==> src/common/txit_cfg.svh <==
// Register offsets, reset values and timing constants of the interval timer
`ifndef TXIT_CFG_SVH
`define TXIT_CFG_SVH
`define TXIT_OFS_MODULUS 12'h000
`define TXIT_OFS_COUNT 12'h004
`define TXIT_OFS_CONTROL 12'h008
`define TXIT_OFS_STATUS 12'h00C
`define TXIT_MOD_RESET 32'hFFFFFFFF
`define TXIT_MOD_MIN 32'h00000005
`define TXIT_CNT_RESET 32'h00000000
`define TXIT_CTL_EN_BIT 0
`define TXIT_CTL_SEL_LO 1
`define TXIT_CTL_SEL_HI 2
`define TXIT_CTL_PERMIT_BIT 3
`define TXIT_CTL_CLKSEL_BIT 4
`define TXIT_STS_PERMIT_BIT 0
`define TXIT_STS_RUN_BIT 1
`define TXIT_STS_RESTART_BIT 2
`define TXIT_REF_HZ 32000000
`define TXIT_SYS_HZ 100000000
`define TXIT_DIV_W 4
`define TXIT_DIV_CYC (`TXIT_SYS_HZ / `TXIT_REF_HZ)
`endif

==> src/common/txit_pkg.sv <==
// Types shared by the interval timer files
package txit_pkg;
    // Transmit line control selection
    typedef enum logic [1:0] {
        TXIT_LINE_NEITHER,
        TXIT_LINE_TRISTATE,
        TXIT_LINE_GATED,
        TXIT_LINE_GATED_ALT
    } txit_line_sel_t;

    // Software control fields
    typedef struct packed {
        logic timerEnable;
        txit_line_sel_t lineSel;
        logic permitSet;
        logic usePll;
    } txit_ctrl_t;

    // Counter core state seen by the host side
    typedef struct packed {
        logic running;
        logic restartPulse;
        logic [31:0] count;
    } txit_core_t;
endpackage

==> src/rtl/tx_restart_interval_timer.sv <==
// APB-facing transmit interval timer with permit restart
//
// Local design decisions: the APB interface to the registers and the address map.
`timescale 1ns/1ps
`include "txit_cfg.svh"
// What this block does
// - 32-bit read/write modulus register sets range
// - Modulus write while running reloads counter
// - Neither or tristate select: free system timer
// - 32-bit read-only current count register
// - Counter runs on selected channel clock
// - Read count synchronised into system domain
// - Timer sets transmit permit again
module tx_restart_interval_timer (
    input wire logic ref_clk,
    input wire logic rst,
    input wire logic pllTick,
    input wire logic packetEndClear,
    input wire logic psel,
    input wire logic penable,
    input wire logic pwrite,
    input wire logic [11:0] paddr,
    input wire logic [31:0] pwdata,
    input wire logic [3:0] pstrb,
    output logic [31:0] prdata,
    output logic pready,
    output logic pslverr,
    output logic transmitPermit,
    output logic restartPulse
);
    // ----------------------------------------
    // Registers and wires
    // ----------------------------------------
    logic [31:0] txIntervalModulus_r; // Modulus register
    txit_pkg::txit_ctrl_t ctrl_r; // Control fields
    logic reload_r; // One-cycle reload request
    logic [`TXIT_DIV_W-1:0] div_r; // Reference divider
    logic refTick_r; // 32 MHz-rate enable
    logic pllSync1_r; // PLL tick sync first stage
    logic pllSync2_r; // PLL tick sync second stage
    logic pllSync3_r; // PLL tick edge history
    logic pllTick_r; // PLL rising-edge enable
    logic clrSync1_r; // Permit clear sync first stage
    logic clrSync2_r; // Permit clear sync second stage
    logic [31:0] countSync_r; // Count presented to reads
    logic permit_r; // Transmit permit
    logic restart_r; // Restart pulse out
    logic restartSeen_r; // Sticky restart status
    logic [31:0] prdata_r; // Read data
    logic pready_r; // Access ready
    logic pslverr_r; // Access error
    logic tickEn; // Selected channel enable
    logic setup; // APB setup phase
    logic wrStb; // Write strobe in setup
    logic mapped; // Address hits a register
    logic [31:0] rdMux; // Read multiplexer
    logic [31:0] wrMerged; // Byte-merged modulus write
    txit_pkg::txit_core_t core; // Counter core state

    // Setup-phase decode, answered one cycle later
    assign setup = psel && !penable;
    assign wrStb = setup && pwrite && mapped;
    always_comb begin
        unique case (paddr)
            `TXIT_OFS_MODULUS, `TXIT_OFS_COUNT, `TXIT_OFS_CONTROL, `TXIT_OFS_STATUS: begin
                mapped = 1'b1;
            end
            default: begin
                mapped = 1'b0;
            end
        endcase
    end

    // ----------------------------------------
    // Channel clock enables
    // ----------------------------------------
    // Divider makes the reference-rate enable
    always_ff @(posedge ref_clk) begin
        if (rst) begin
            div_r <= '0;
            refTick_r <= 1'b0;
        end else if (div_r == `TXIT_DIV_W'(`TXIT_DIV_CYC - 1)) begin
            div_r <= '0;
            refTick_r <= 1'b1;
        end else begin
            div_r <= div_r + `TXIT_DIV_W'(1);
            refTick_r <= 1'b0;
        end
    end

    // PLL tick synchroniser and edge detector
    always_ff @(posedge ref_clk) begin
        if (rst) begin
            pllSync1_r <= 1'b0;
            pllSync2_r <= 1'b0;
            pllSync3_r <= 1'b0;
            pllTick_r <= 1'b0;
        end else begin
            pllSync1_r <= pllTick;
            pllSync2_r <= pllSync1_r;
            pllSync3_r <= pllSync2_r;
            pllTick_r <= pllSync2_r && !pllSync3_r;
        end
    end

    assign tickEn = ctrl_r.usePll ? pllTick_r : refTick_r;

    // ----------------------------------------
    // Software registers
    // ----------------------------------------
    // Byte lanes merged into the modulus
    always_comb begin
        wrMerged = txIntervalModulus_r;
        for (int b = 0; b < 4; b++) begin
            if (pstrb[b]) begin
                wrMerged[8*b +: 8] = pwdata[8*b +: 8];
            end
        end
    end

    always_ff @(posedge ref_clk) begin
        if (rst) begin
            txIntervalModulus_r <= `TXIT_MOD_RESET;
            reload_r <= 1'b0;
        end else begin
            reload_r <= 1'b0;
            if (wrStb && paddr == `TXIT_OFS_MODULUS) begin
                txIntervalModulus_r <= wrMerged;
                reload_r <= 1'b1;
            end
        end
    end

    // Control register write
    always_ff @(posedge ref_clk) begin
        if (rst) begin
            ctrl_r <= '{timerEnable: 1'b0, lineSel: txit_pkg::TXIT_LINE_NEITHER,
                        permitSet: 1'b0, usePll: 1'b0};
        end else if (wrStb && paddr == `TXIT_OFS_CONTROL && pstrb[0]) begin
            ctrl_r.timerEnable <= pwdata[`TXIT_CTL_EN_BIT];
            ctrl_r.lineSel <= txit_pkg::txit_line_sel_t'(pwdata[`TXIT_CTL_SEL_HI:`TXIT_CTL_SEL_LO]);
            ctrl_r.permitSet <= pwdata[`TXIT_CTL_PERMIT_BIT];
            ctrl_r.usePll <= pwdata[`TXIT_CTL_CLKSEL_BIT];
        end
    end

    // ----------------------------------------
    // Counter core
    // ----------------------------------------
    txit_counter uCounter (
        .ref_clk(ref_clk),
        .rst(rst),
        .tickEn(tickEn),
        .enable(ctrl_r.timerEnable),
        .reload(reload_r),
        .modulus(txIntervalModulus_r),
        .core(core)
    );

    always_ff @(posedge ref_clk) begin
        if (rst) begin
            countSync_r <= `TXIT_CNT_RESET;
        end else begin
            countSync_r <= core.count;
        end
    end

    // ----------------------------------------
    // Transmit permit
    // ----------------------------------------
    // Packet-end clear synchroniser
    always_ff @(posedge ref_clk) begin
        if (rst) begin
            clrSync1_r <= 1'b0;
            clrSync2_r <= 1'b0;
        end else begin
            clrSync1_r <= packetEndClear;
            clrSync2_r <= clrSync1_r;
        end
    end

    // Permit: restart set wins over packet clear
    always_ff @(posedge ref_clk) begin
        if (rst) begin
            permit_r <= 1'b0;
        end else if (wrStb && paddr == `TXIT_OFS_CONTROL && pstrb[0]) begin
            // Software sets or drops permit directly
            permit_r <= pwdata[`TXIT_CTL_PERMIT_BIT];
        end else if (ctrl_r.lineSel == txit_pkg::TXIT_LINE_NEITHER
                     || ctrl_r.lineSel == txit_pkg::TXIT_LINE_TRISTATE) begin
            permit_r <= permit_r;
        end else if (core.restartPulse) begin
            permit_r <= 1'b1;
        end else if (clrSync2_r) begin
            permit_r <= 1'b0;
        end
    end

    always_ff @(posedge ref_clk) begin
        if (rst) begin
            restart_r <= 1'b0;
            restartSeen_r <= 1'b0;
        end else begin
            restart_r <= core.restartPulse;
            if (core.restartPulse) begin
                restartSeen_r <= 1'b1;
            end else if (wrStb && paddr == `TXIT_OFS_STATUS && pstrb[0]
                         && pwdata[`TXIT_STS_RESTART_BIT]) begin
                restartSeen_r <= 1'b0;
            end
        end
    end

    // ----------------------------------------
    // APB read and answer
    // ----------------------------------------
    // Read multiplexer
    always_comb begin
        rdMux = 32'h00000000;
        unique case (paddr)
            `TXIT_OFS_MODULUS: begin
                rdMux = txIntervalModulus_r;
            end
            `TXIT_OFS_COUNT: begin
                rdMux = countSync_r;
            end
            `TXIT_OFS_CONTROL: begin
                rdMux[`TXIT_CTL_EN_BIT] = ctrl_r.timerEnable;
                rdMux[`TXIT_CTL_SEL_HI:`TXIT_CTL_SEL_LO] = ctrl_r.lineSel;
                rdMux[`TXIT_CTL_PERMIT_BIT] = ctrl_r.permitSet;
                rdMux[`TXIT_CTL_CLKSEL_BIT] = ctrl_r.usePll;
            end
            `TXIT_OFS_STATUS: begin
                rdMux[`TXIT_STS_PERMIT_BIT] = permit_r;
                rdMux[`TXIT_STS_RUN_BIT] = core.running;
                rdMux[`TXIT_STS_RESTART_BIT] = restartSeen_r;
            end
            default: begin
                rdMux = 32'h00000000;
            end
        endcase
    end

    // No wait state: answer in the first access cycle
    always_ff @(posedge ref_clk) begin
        if (rst) begin
            pready_r <= 1'b0;
            pslverr_r <= 1'b0;
            prdata_r <= 32'h00000000;
        end else begin
            pready_r <= setup;
            pslverr_r <= setup && !mapped;
            if (setup && !pwrite) begin
                prdata_r <= rdMux;
            end
        end
    end

    assign prdata = prdata_r;
    assign pready = pready_r;
    assign pslverr = pslverr_r;
    assign transmitPermit = permit_r;
    assign restartPulse = restart_r;
endmodule // tx_restart_interval_timer

==> src/rtl/txit_counter.sv <==
// Interval counter core running on channel-clock enables
`timescale 1ns/1ps
`include "txit_cfg.svh"
module txit_counter (
    input wire logic ref_clk,
    input wire logic rst,
    input wire logic tickEn,
    input wire logic enable,
    input wire logic reload,
    input wire logic [31:0] modulus,
    output txit_pkg::txit_core_t core
);
    // Core register and next value
    txit_pkg::txit_core_t core_r;
    txit_pkg::txit_core_t core_nxt;

    // ----------------------------------------
    // Next-state logic
    // ----------------------------------------
    always_comb begin
        core_nxt = core_r;
        core_nxt.restartPulse = 1'b0;
        core_nxt.running = enable;
        if (!enable) begin
            // Idle: hold modulus ready for the start
            core_nxt.count = modulus;
        end else if (reload || !core_r.running) begin
            core_nxt.count = modulus;
        end else if (tickEn) begin
            if (core_r.count <= 32'h00000001) begin
                core_nxt.count = modulus;
                core_nxt.restartPulse = 1'b1;
            end else begin
                core_nxt.count = core_r.count - 32'h00000001;
            end
        end
    end

    // Core state register
    always_ff @(posedge ref_clk) begin
        if (rst) begin
            core_r <= '{running: 1'b0, restartPulse: 1'b0, count: `TXIT_CNT_RESET};
        end else begin
            core_r <= core_nxt;
        end
    end

    assign core = core_r;
endmodule // txit_counter

==> config.mk <==
export PLATFORM = sky130hd
export DESIGN_NAME = tx_restart_interval_timer
export DESIGN_NICKNAME = d
export VERILOG_FILES = /design/src/common/txit_pkg.sv /design/src/rtl/tx_restart_interval_timer.sv /design/src/rtl/txit_counter.sv
export VERILOG_INCLUDE_DIRS = /design/src /design/src/common
export SDC_FILE = /design/constraint.sdc
export NUM_CORES = 1
export LEC_CHECK = 0
export BUFFER_PORTS_ARGS = -buffer_cell sky130_fd_sc_hd__buf_2
export CAP_MARGIN = 20
export CORE_ASPECT_RATIO = 1.1
export CORE_UTILIZATION = 51
export DETAILED_ROUTE_END_ITERATION = 10
export PLACE_DENSITY = 0.72
export SETUP_SLACK_MARGIN = 0.02
export SLEW_MARGIN = 20
export SYNTH_ARGS = -nofsm -noshare
export SYNTH_HDL_FRONTEND = slang
export SYNTH_SLANG_ARGS = --single-unit
==> constraint.sdc <==
create_clock -name ref_clk -period 4.11 [get_ports ref_clk]
set_clock_uncertainty 0.05 [all_clocks]
set_input_delay 0.411 -clock ref_clk [delete_from_list [all_inputs] [get_ports ref_clk]]
set_output_delay 0.411 -clock ref_clk [all_outputs]
set_load 0.005 [all_outputs]
* After elaboration in Yosys (flattened, before gate mapping) *
Cells that the tools add are included.

word-level totals
  input bits = 55
  register bits = 152
  word-level logic and storage cells = 88
  output and inout port bits = 36

cells by class
  bitwise logic cells = 2
  $add $sub $neg = 2
  equal/unequal tests = 7
  muxes and demuxes = 18
  reductions and logical operators = 31
  magnitude comparators = 1

operators by type and width
  kind                                                             count
  two-way mux 32 bit                                               4
  case mux 27 bit (2 select lines)                                 1
  less-or-equal comparator 32 x 1 -> 1 bit, second input constant  1
  subtractor 32 x 1 -> 32 bit, second input constant               1
  == test 12 x 4 -> 1 bit, second input constant                   2
  == test 12 x 3 -> 1 bit, second input constant                   1
  logical AND 1 bit                                                12
  zero test 12 bit                                                 1
  case mux 3 bit (4 select lines)                                  1
  two-way mux 1 bit                                                11
  AND reduction 2 bit                                              5
  OR reduction 4 bit                                               2
  case mux 2 bit (3 select lines)                                  1
  zero test 1 bit                                                  5
  adder 4 x 1 -> 4 bit, second input constant                      1
  == test 4 x 2 -> 1 bit, second input constant                    1
  != test 3 x 1 -> 1 bit, second input constant                    1
  nonzero test 3 bit                                               1
  == test 2 x 1 -> 1 bit, second input constant                    1
  zero test 2 bit                                                  1
  logical OR 1 bit                                                 2
  != test 2 bit, second input constant                             1
  NOT 1 bit                                                        2
  nonzero test 2 bit                                               1
  OR reduction 2 bit                                               1

* Longest topological paths before layout *
Gate-level depths: netlist (run 1).

  depth in word-level cells = 9
  mapped depth = 9
  depth with buffers taken out = 8

* Modules after synthesis *
Synthesis (run 1) repeated with hierarchy kept, for this count alone.

unflattened totals
  cell total of the unflattened synthesis = 788
  area total of the unflattened synthesis = 6927.9 µm²

modules (own cells, without submodules)
  module                     times used  seq. area each (µm²)  cells each  area each (µm²)
  tx_restart_interval_timer  1           2362.3                488         4699.5
  txit_counter               1           680.7                 300         2228.4

* Worst setup path before layout (run 1) *
Ideal clock, no wire load.

  kind = register to register
  from = reg uCounter.core_r, in the netlist uCounter.core[13]
  to = reg uCounter.core_r, in the netlist uCounter.core[29]
  data arrival time = 2514 ps
  slack = 1425 ps
  data required time = 3939 ps
  period minus slack after synthesis = 2685 ps
  library setup time = 121 ps
  stages on the path, launching flop included = 8
  path buffers = 1
  cell sequence = dfxtp_1 or4_1 buf_2 or4_4 or3_4 or4_1 nand3_1 nand3_1

between the ends
  word-level cells in the longest chain between the ends = 5
  elaborated cells between the ends (all ways) = 6
  classes of those cells = add/sub: 1; order compare: 1; mux: 4

RTL lines
  item                                                                                            line                                    source
  from (decl)                                                                                     txit_counter.sv:14                      txit_pkg::txit_core_t core_r;
  from (signal assigned)                                                                          txit_counter.sv:42                      core_r <= '{running: 1'b0, restartPulse: 1'b0, count: `TXIT_CNT_RESET};
  from (signal assigned)                                                                          txit_counter.sv:44                      core_r <= core_nxt;
  subtractor 32 x 1 -> 32 bit / less-or-equal comparator 32 x 1 -> 1 bit (equally long branches)  txit_counter.sv:34, txit_counter.sv:30
  two-way mux 32 bit (*)                                                                          txit_counter.sv:30                      if (core_r.count <= 32'h00000001) begin
  two-way mux 32 bit (*)                                                                          txit_counter.sv:29                      end else if (tickEn) begin
  two-way mux 32 bit (*)                                                                          txit_counter.sv:27                      end else if (reload || !core_r.running) begin
  two-way mux 32 bit (*)                                                                          txit_counter.sv:24                      if (!enable) begin

Mark *: on every way between the ends. The rest lies on a longest branch, timed or not. The select of a mux whose other input is x is not followed.
A chain may end at the register's enable or synchronous reset.

* Worst setup path in the final report (run 1) *
  from = reg uCounter.core_r, in the netlist uCounter.core[13]
  to = reg uCounter.core_r, in the netlist uCounter.core[8]

between the ends
  word-level cells in the longest chain between the ends = 5

RTL lines
  item                                      line
  less-or-equal comparator 32 x 1 -> 1 bit  txit_counter.sv:30
  two-way mux 32 bit                        txit_counter.sv:30
  two-way mux 32 bit                        txit_counter.sv:29
  two-way mux 32 bit                        txit_counter.sv:27
  two-way mux 32 bit                        txit_counter.sv:24

Every way passes these cells. The select of a mux whose other input is x is not followed.

==> flow_metrics.env, run 1 <==
export IMPL_worst_hold_path_type="primary input to register"
export IMPL_hold_buffers=0
export IMPL_hold_violations=0
export IMPL_mappedNetlistArea_um2=6190
export IMPL_first_pass_grt_wire_length_um=26800
export IMPL_routabilityCongestion=0.904
export IMPL_cp_data_required_time_ns=4.40
export IMPL_cts_repair_resize_count=0
export IMPL_startpoint_class_of_the_critical_path="register"
export IMPL_timing_setup_critical_path_class="register to register"
export IMPL_primary_ff_master_synth="sky130_fd_sc_hd__dfxtp_1"
export IMPL_post_route_cells_drive_above_1_share_pct=18.5
export IMPL_chipHeight_um=118
export IMPL_final_min_period_over_clock_period_pct=75.6
export IMPL_cts_htree_levels=4
export IMPL_cts_num_sinks=152
export IMPL_p_per_area_nw_per_um2=459
export IMPL_max_cap_violations=0
export IMPL_die_width_um=107
export IMPL_hold_end="txIntervalModulus_r[5]"
export IMPL_cts_tree="built"
export IMPL_synth_async_reset_ratio_pct=0
export IMPL_syn2layout_area_growth_pct=19.1
export IMPL_synth_lib_cells_used_distinct=48
export IMPL_clock_root_buffer="sky130_fd_sc_hd__clkbuf_16"
export IMPL_path_clk_slew_ns=0.06
export IMPL_grt_start_max_net_pins=95
export IMPL_drt_pre_antenna_iters=7
export IMPL_postLayoutCoreUtil_pct=63.3
export IMPL_drt_first_iter_violations=585
export IMPL_power_leakage_nw=3.04
export IMPL_dp_final_hpwl_um=11000
export IMPL_fin_hold_ws_ns=0.133
export IMPL_die_area_um2=12600
export IMPL_io_buffers=90
export IMPL_route_detailed_wl_per_inst_um=17.1
export IMPL_io_pins=91
export IMPL_synth_edf_count=0
export IMPL_mostFrequentLayoutCell="sky130_fd_sc_hd__dfxtp_1"
export IMPL_seq_area_frac_synth_pct=49.2
export IMPL_worst_ep_arrival_time_ns=3.40
export IMPL_synth_nets=773
export IMPL_cts_post_setup_buffers_inserted=0
export IMPL_timing_slew_headroom_pct=31.0
export IMPL_worstHoldPathCells=2
export IMPL_timing_reg2reg_setup_slack_ns=1.00
export IMPL_postSynthRegisterBits=152
export IMPL_transition_time_at_the_pin_with_the_least_slew_margin_ns=1.03
export IMPL_critPathCaptureType="register"
export IMPL_post_drt_via_cell_ratio=5.97
export IMPL_antenna_found_initial=0
export IMPL_post_route_min_period_ns=3.11
export IMPL_drv_slew=0
export IMPL_synth_warnings=0
export IMPL_postRouteWirelength_um=16200
export IMPL_grt_setup_unrepaired="no"
export IMPL_core_um2=11600
export IMPL_vias=5666
export IMPL_register_to_register_path_depth=6
export IMPL_power_w=0.00338
export IMPL_synthesis_area_per_instance_um2=8.67
export IMPL_numCtsBuffers=17
export IMPL_floorplan_initialDensity_pct=53.1
export IMPL_drtAntennaViolNets=0
export IMPL_drc=0
export IMPL_mostFrequentLayoutCells="152 x sky130_fd_sc_hd__dfxtp_1, 89 x sky130_fd_sc_hd__buf_2, 80 x sky130_fd_sc_hd__nand2_1"
export IMPL_num_rows=41
export IMPL_worst_ir_drop_vdd_uv=396
export IMPL_cts_buffer_depth=2
export IMPL_num_antenna_cells=0
export IMPL_grt_usage_pct=27.0
export IMPL_worst_path_max_fanout=10
export IMPL_remaining_global_route_overflow=0
export IMPL_terminus_of_the_critical_flop_to_flop_path="uCounter.core[8]"
export IMPL_design_final_nets=845
export IMPL_via_count_of_the_first_global_routing_pass=5388
export IMPL_maxClockFrequency_ghz=0.322
export IMPL_r2r_start="uCounter.core[13]"
export IMPL_clock_insertion_delay_worst_skew_ns=0.43
export IMPL_post_syn_instances=714
export IMPL_finalSetupViolCount=0
export IMPL_hold_path_startpoint="pwdata[5]"
export IMPL_fin_setup_tns_ns=0
export IMPL_run_status="complete, no violations"
-- worst max-delay path, stage by stage, from the launching register on --
cell	delay, ns
sky130_fd_sc_hd__dfxtp_1	0.39
sky130_fd_sc_hd__or4_1	0.68
sky130_fd_sc_hd__or3_1	0.45
sky130_fd_sc_hd__o31ai_2	0.68
sky130_fd_sc_hd__and2_1	0.57
sky130_fd_sc_hd__nand2_1	0.12
sky130_fd_sc_hd__o31ai_1	0.08
-- cell type report --
class / instances / area, um2
Fill cell: 995 / 4280
Clock inverter: 11 / 145
Tap cell: 150 / 188
Clock buffer: 21 / 480
Inverter: 3 / 11.3
Timing Repair Buffer: 102 / 543
Sequential cell: 152 / 3040
Multi-Input combinational cell: 510 / 2960
-- synth_stat cells, drive strengths merged (3+ instances only) --
library cell / instances / area [um2]
mux2i: 11 / 110
buf: 6 / 26.3
inv: 3 / 11.3
a221oi: 32 / 280
clkbuf: 43 / 161
nor2: 76 / 285
nand2b: 6 / 37.5
nand3: 26 / 130
a32oi: 5 / 43.8
or2: 3 / 18.8
nor2b: 51 / 319
a31oi: 27 / 169
and2: 5 / 31.3
mux2: 5 / 56.3
or3: 6 / 42.5
nand4: 6 / 37.5
ha: 4 / 50.1
nor4: 12 / 75.1
a222oi: 3 / 30.0
nor3: 50 / 250
nand2: 80 / 300
dfxtp: 152 / 3040
nand3b: 4 / 30.0
and3: 3 / 18.8
o21ai: 19 / 95.1
a22oi: 3 / 22.5
a211o: 8 / 70.1
o31ai: 4 / 30.0
o311ai: 3 / 26.3
o211ai: 6 / 45.0
a21oi: 26 / 130
or4: 8 / 63.8
-- worst max-delay path by stage --
stage	to	slack (ns)	from
after CTS	uCounter.core[8]	1.09	uCounter.core[13]
after global placement	uCounter.core[8]	1.12	uCounter.core[13]
final	uCounter.core[8]	1.00	uCounter.core[13]
after floorplan	uCounter.core[29]	1.42	uCounter.core[13]
after detailed placement	uCounter.core[8]	1.10	uCounter.core[13]
after global routing	uCounter.core[8]	0.90	uCounter.core[13]
-- report_power, final --
group	total (W)	internal [W]	switching (W)
sequential	0.00157	0.00153	0.0000390
clock	0.00162	0.00102	0.000603
combinational	0.000195	0.0000841	0.000111
-- layer usage --
layer / vias to the layer above / global-route usage, % / routed length (um)
li1: 2733 / - / -
met1: 2714 / 35.8 / 7320
met4: 0 / 12.2 / 354
met2: 192 / 42.9 / 7670
met5: - / 0 / 0
met3: 27 / 4.49 / 837
-- through the flow --
stage                     setup WS [ns]  area, um2  std cells
after floorplan                    1.42       6190        714
after global placement             1.12       6740        917
after detailed placement           1.10       6740        917
after CTS                          1.09       7370        949
after global routing              0.900       7370        949
final                              1.00       7370        949
-- flip-flops by register name (all words and copies together), names as in the netlist, 4 cells and up --
name,flops
ctrl_r,5
countSync_r,32
prdata,32
txIntervalModulus_r,32
uCounter.core,34
div_r,4
-- cell families (layout without fill, tap and decap cells) --
logic type | after synthesis | count (layout) | share of synthesized area [%]
and+or+nand+nor | 342 | 342 | 27.3
DFF | 152 | 152 | 49.2
AOI/OAI and AO/OA | 146 | 146 | 16.5
buffers and inverters | 52 | 137 | 3.22
muxes | 16 | 16 | 2.69
adders and majority gates | 4 | 4 | 0.809
xor gates and xnor gates | 2 | 2 | 0.283
(Power assumes the default switching activity.)
==> inputs of run 2 (changes only) <==
- PLACE_DENSITY: 0.72 -> 0.75
- clock period: 4.11 -> 2.5 ns (I/O delays scaled with it)
==> run 2 against run 1 <==
Sequential power rose by 64%. Clock power rose by 67%. Core utilization rose by 4.7 points. Final area rose by 7.4%. Non-clock buffer count rose by 52. Register-to-register slack got worse by 0.97 ns. Highest routed layer unchanged.
==> flow_metrics.env, run 2 (synthesis results as in run 1) <==
export IMPL_run_status="complete, no violations"
export IMPL_drt_pre_antenna_iters=6
export IMPL_cp_data_required_time_ns=2.76
export IMPL_finalSetupViolCount=0
export IMPL_die_area_um2=12600
export IMPL_drc=0
export IMPL_grt_start_max_net_pins=90
export IMPL_critPathCaptureType="register"
export IMPL_timing_reg2reg_setup_slack_ns=0.04
export IMPL_post_route_min_period_ns=2.46
export IMPL_mostFrequentLayoutCells="151 x sky130_fd_sc_hd__dfxtp_1, 90 x sky130_fd_sc_hd__buf_2, 80 x sky130_fd_sc_hd__nand2_1"
export IMPL_worst_hold_path_type="primary input to register"
export IMPL_post_drt_via_cell_ratio=5.85
export IMPL_maxClockFrequency_ghz=0.406
export IMPL_dp_final_hpwl_um=11700
export IMPL_vias=5851
export IMPL_cts_num_sinks=152
export IMPL_worst_ep_arrival_time_ns=2.72
export IMPL_timing_slew_headroom_pct=58.5
export IMPL_terminus_of_the_critical_flop_to_flop_path="uCounter.core[29]"
export IMPL_floorplan_initialDensity_pct=53.1
export IMPL_power_leakage_nw=3.32
export IMPL_post_route_cells_drive_above_1_share_pct=23.6
export IMPL_hold_violations=0
export IMPL_clock_root_buffer="sky130_fd_sc_hd__clkbuf_16"
export IMPL_grt_setup_unrepaired="yes"
export IMPL_route_detailed_wl_per_inst_um=17.2
export IMPL_timing_setup_critical_path_class="register to register"
export IMPL_share_clk_of_total_power_pct=47.8
export IMPL_fin_hold_ws_ns=0.00956
export IMPL_syn2layout_area_growth_pct=27.9
export IMPL_numCtsBuffers=17
export IMPL_worst_ir_drop_vdd_uv=579
export IMPL_path_clk_slew_ns=0.06
export IMPL_num_rows=41
export IMPL_startpoint_class_of_the_critical_path="register"
export IMPL_chipHeight_um=118
export IMPL_cts_htree_levels=4
export IMPL_drtAntennaViolNets=0
export IMPL_design_final_nets=897
export IMPL_p_per_area_nw_per_um2=713
export IMPL_max_ffs_per_register=34
export IMPL_core_um2=11600
export IMPL_fin_setup_tns_ns=0
export IMPL_io_buffers=90
export IMPL_power_switching_share_pct=21.9
export IMPL_antenna_found_initial=0
export IMPL_num_antenna_cells=0
export IMPL_drv_slew=0
export IMPL_first_pass_grt_wire_length_um=28000
export IMPL_via_count_of_the_first_global_routing_pass=5784
export IMPL_postRouteWirelength_um=17200
export IMPL_register_to_register_path_depth=6
export IMPL_routabilityCongestion=0.894
export IMPL_die_width_um=107
export IMPL_hold_path_startpoint="pwdata[10]"
export IMPL_mostFrequentLayoutCell="sky130_fd_sc_hd__dfxtp_1"
export IMPL_max_cap_violations=0
export IMPL_power_combinational_fraction_pct=6.6
export IMPL_cts_buffer_depth=2
export IMPL_cts_tree="built"
export IMPL_r2r_start="uCounter.core[14]"
export IMPL_total_of_fill_cells_in_the_finished_design=966
export IMPL_power_w=0.00564
export IMPL_p_int_w=0.00441
export IMPL_multiInputGateArea_um2=3040
export IMPL_drt_first_iter_violations=400
export IMPL_transition_time_at_the_pin_with_the_least_slew_margin_ns=0.623
export IMPL_final_seq_area_um2=3040
export IMPL_remaining_global_route_overflow=0
export IMPL_clock_insertion_delay_worst_skew_ns=0.42
export IMPL_worstHoldPathCells=3
export IMPL_hold_end="txIntervalModulus_r[10]"
export IMPL_power_frac_seq_pct=45.6
export IMPL_worst_path_max_fanout=4
export IMPL_io_pins=91
export IMPL_grt_usage_pct=28.4
export IMPL_final_min_period_over_clock_period_pct=98.5
export IMPL_power_net_switching_w=0.00123
==> run 2: changes by cell type in the layout (fill, tap and decap cells not counted), moves of 3 or more <==
cell,change
sky130_fd_sc_hd__buf_4,+32
sky130_fd_sc_hd__or4_4,+3
sky130_fd_sc_hd__nor3_1,-4
sky130_fd_sc_hd__or4_1,-3
sky130_fd_sc_hd__nor3_2,+3
sky130_fd_sc_hd__buf_6,+3
sky130_fd_sc_hd__dlygate4sd3_1,+14
==> run 2: cell type report <==
cell class	count	area share [%]
Clock buffer	20	5.77
Tap cell	150	2.37
Inverter	3	0.142
Clock inverter	12	2.18
Multi-Input combinational cell	510	38.4
Timing Repair Buffer	154	12.7
Sequential cell	152	38.5
==> run 2: worst max path at each step <==
stage | from | slack [ns] | to | cells past startpoint
2_1_floorplan | uCounter.core[14] | -0.02 | uCounter.core[29] | 7
3_3_place_gp | uCounter.core[17] | -0.01 | uCounter.core[29] | 6
3_5_place_dp | uCounter.core[17] | -0.02 | uCounter.core[29] | 6
4_1_cts | uCounter.core[17] | 0.01 | uCounter.core[29] | 6
5_1_grt | uCounter.core[14] | -0.03 | uCounter.core[25] | 8
6_report | uCounter.core[14] | 0.04 | uCounter.core[29] | 6
==> run 2: repair_timing <==
action | 4_1_cts | 5_1_grt
hold buffers | 14 | 0
gates resized for setup | 6 | 12
setup buffers | 1 | 4
endpoints found under the setup margin | 5 | 18
gates cloned | 0 | 1
hold endpoints to repair | 14 | 0
pin swaps | 2 | 9
==> run 2: through the flow <==
| stage | instances | worst slack, ns | util [%] | cell area (um2) |
|---|---|---|---|---|
| floorplan | 714 | -0.0217 | - | 6230 |
| global placement | 949 | -0.0112 | 60.4 | 7030 |
| detailed placement | 949 | -0.0155 | 60.4 | 7030 |
| CTS | 996 | 0.0126 | 67.3 | 7840 |
| global route | 1001 | -0.0299 | 68.0 | 7920 |
| finish | 1001 | 0.0375 | 68.0 | 7920 |
==> run 2: layer usage <==
layer / GRT usage, % / part of all wire, %
met5: 0 / 0
met2: 46.5 / 49
met4: 14.0 / 3.2
met3: 5.70 / 5.7
met1: 35.4 / 43
==> run 2: power by group through the flow <==
stage	Combinational [W]	Clock, W	Sequential (W)
global route	0.000414	0.00284	0.00258
finish	0.000373	0.00270	0.00258
floorplan	0.000205	0	0.00262
global placement	0.000339	0	0.00262
detailed placement	0.000349	0	0.00263
CTS	0.000370	0.00273	0.00257
==> run 2: worst max-delay path, stage by stage, from the launching register on <==
cell	delay [ns]
sky130_fd_sc_hd__dfxtp_2	0.32
sky130_fd_sc_hd__or4_4	0.54
sky130_fd_sc_hd__or4_4	0.51
sky130_fd_sc_hd__or3_4	0.40
sky130_fd_sc_hd__or4_1	0.40
sky130_fd_sc_hd__nand3_1	0.08
sky130_fd_sc_hd__nand3_1	0.06
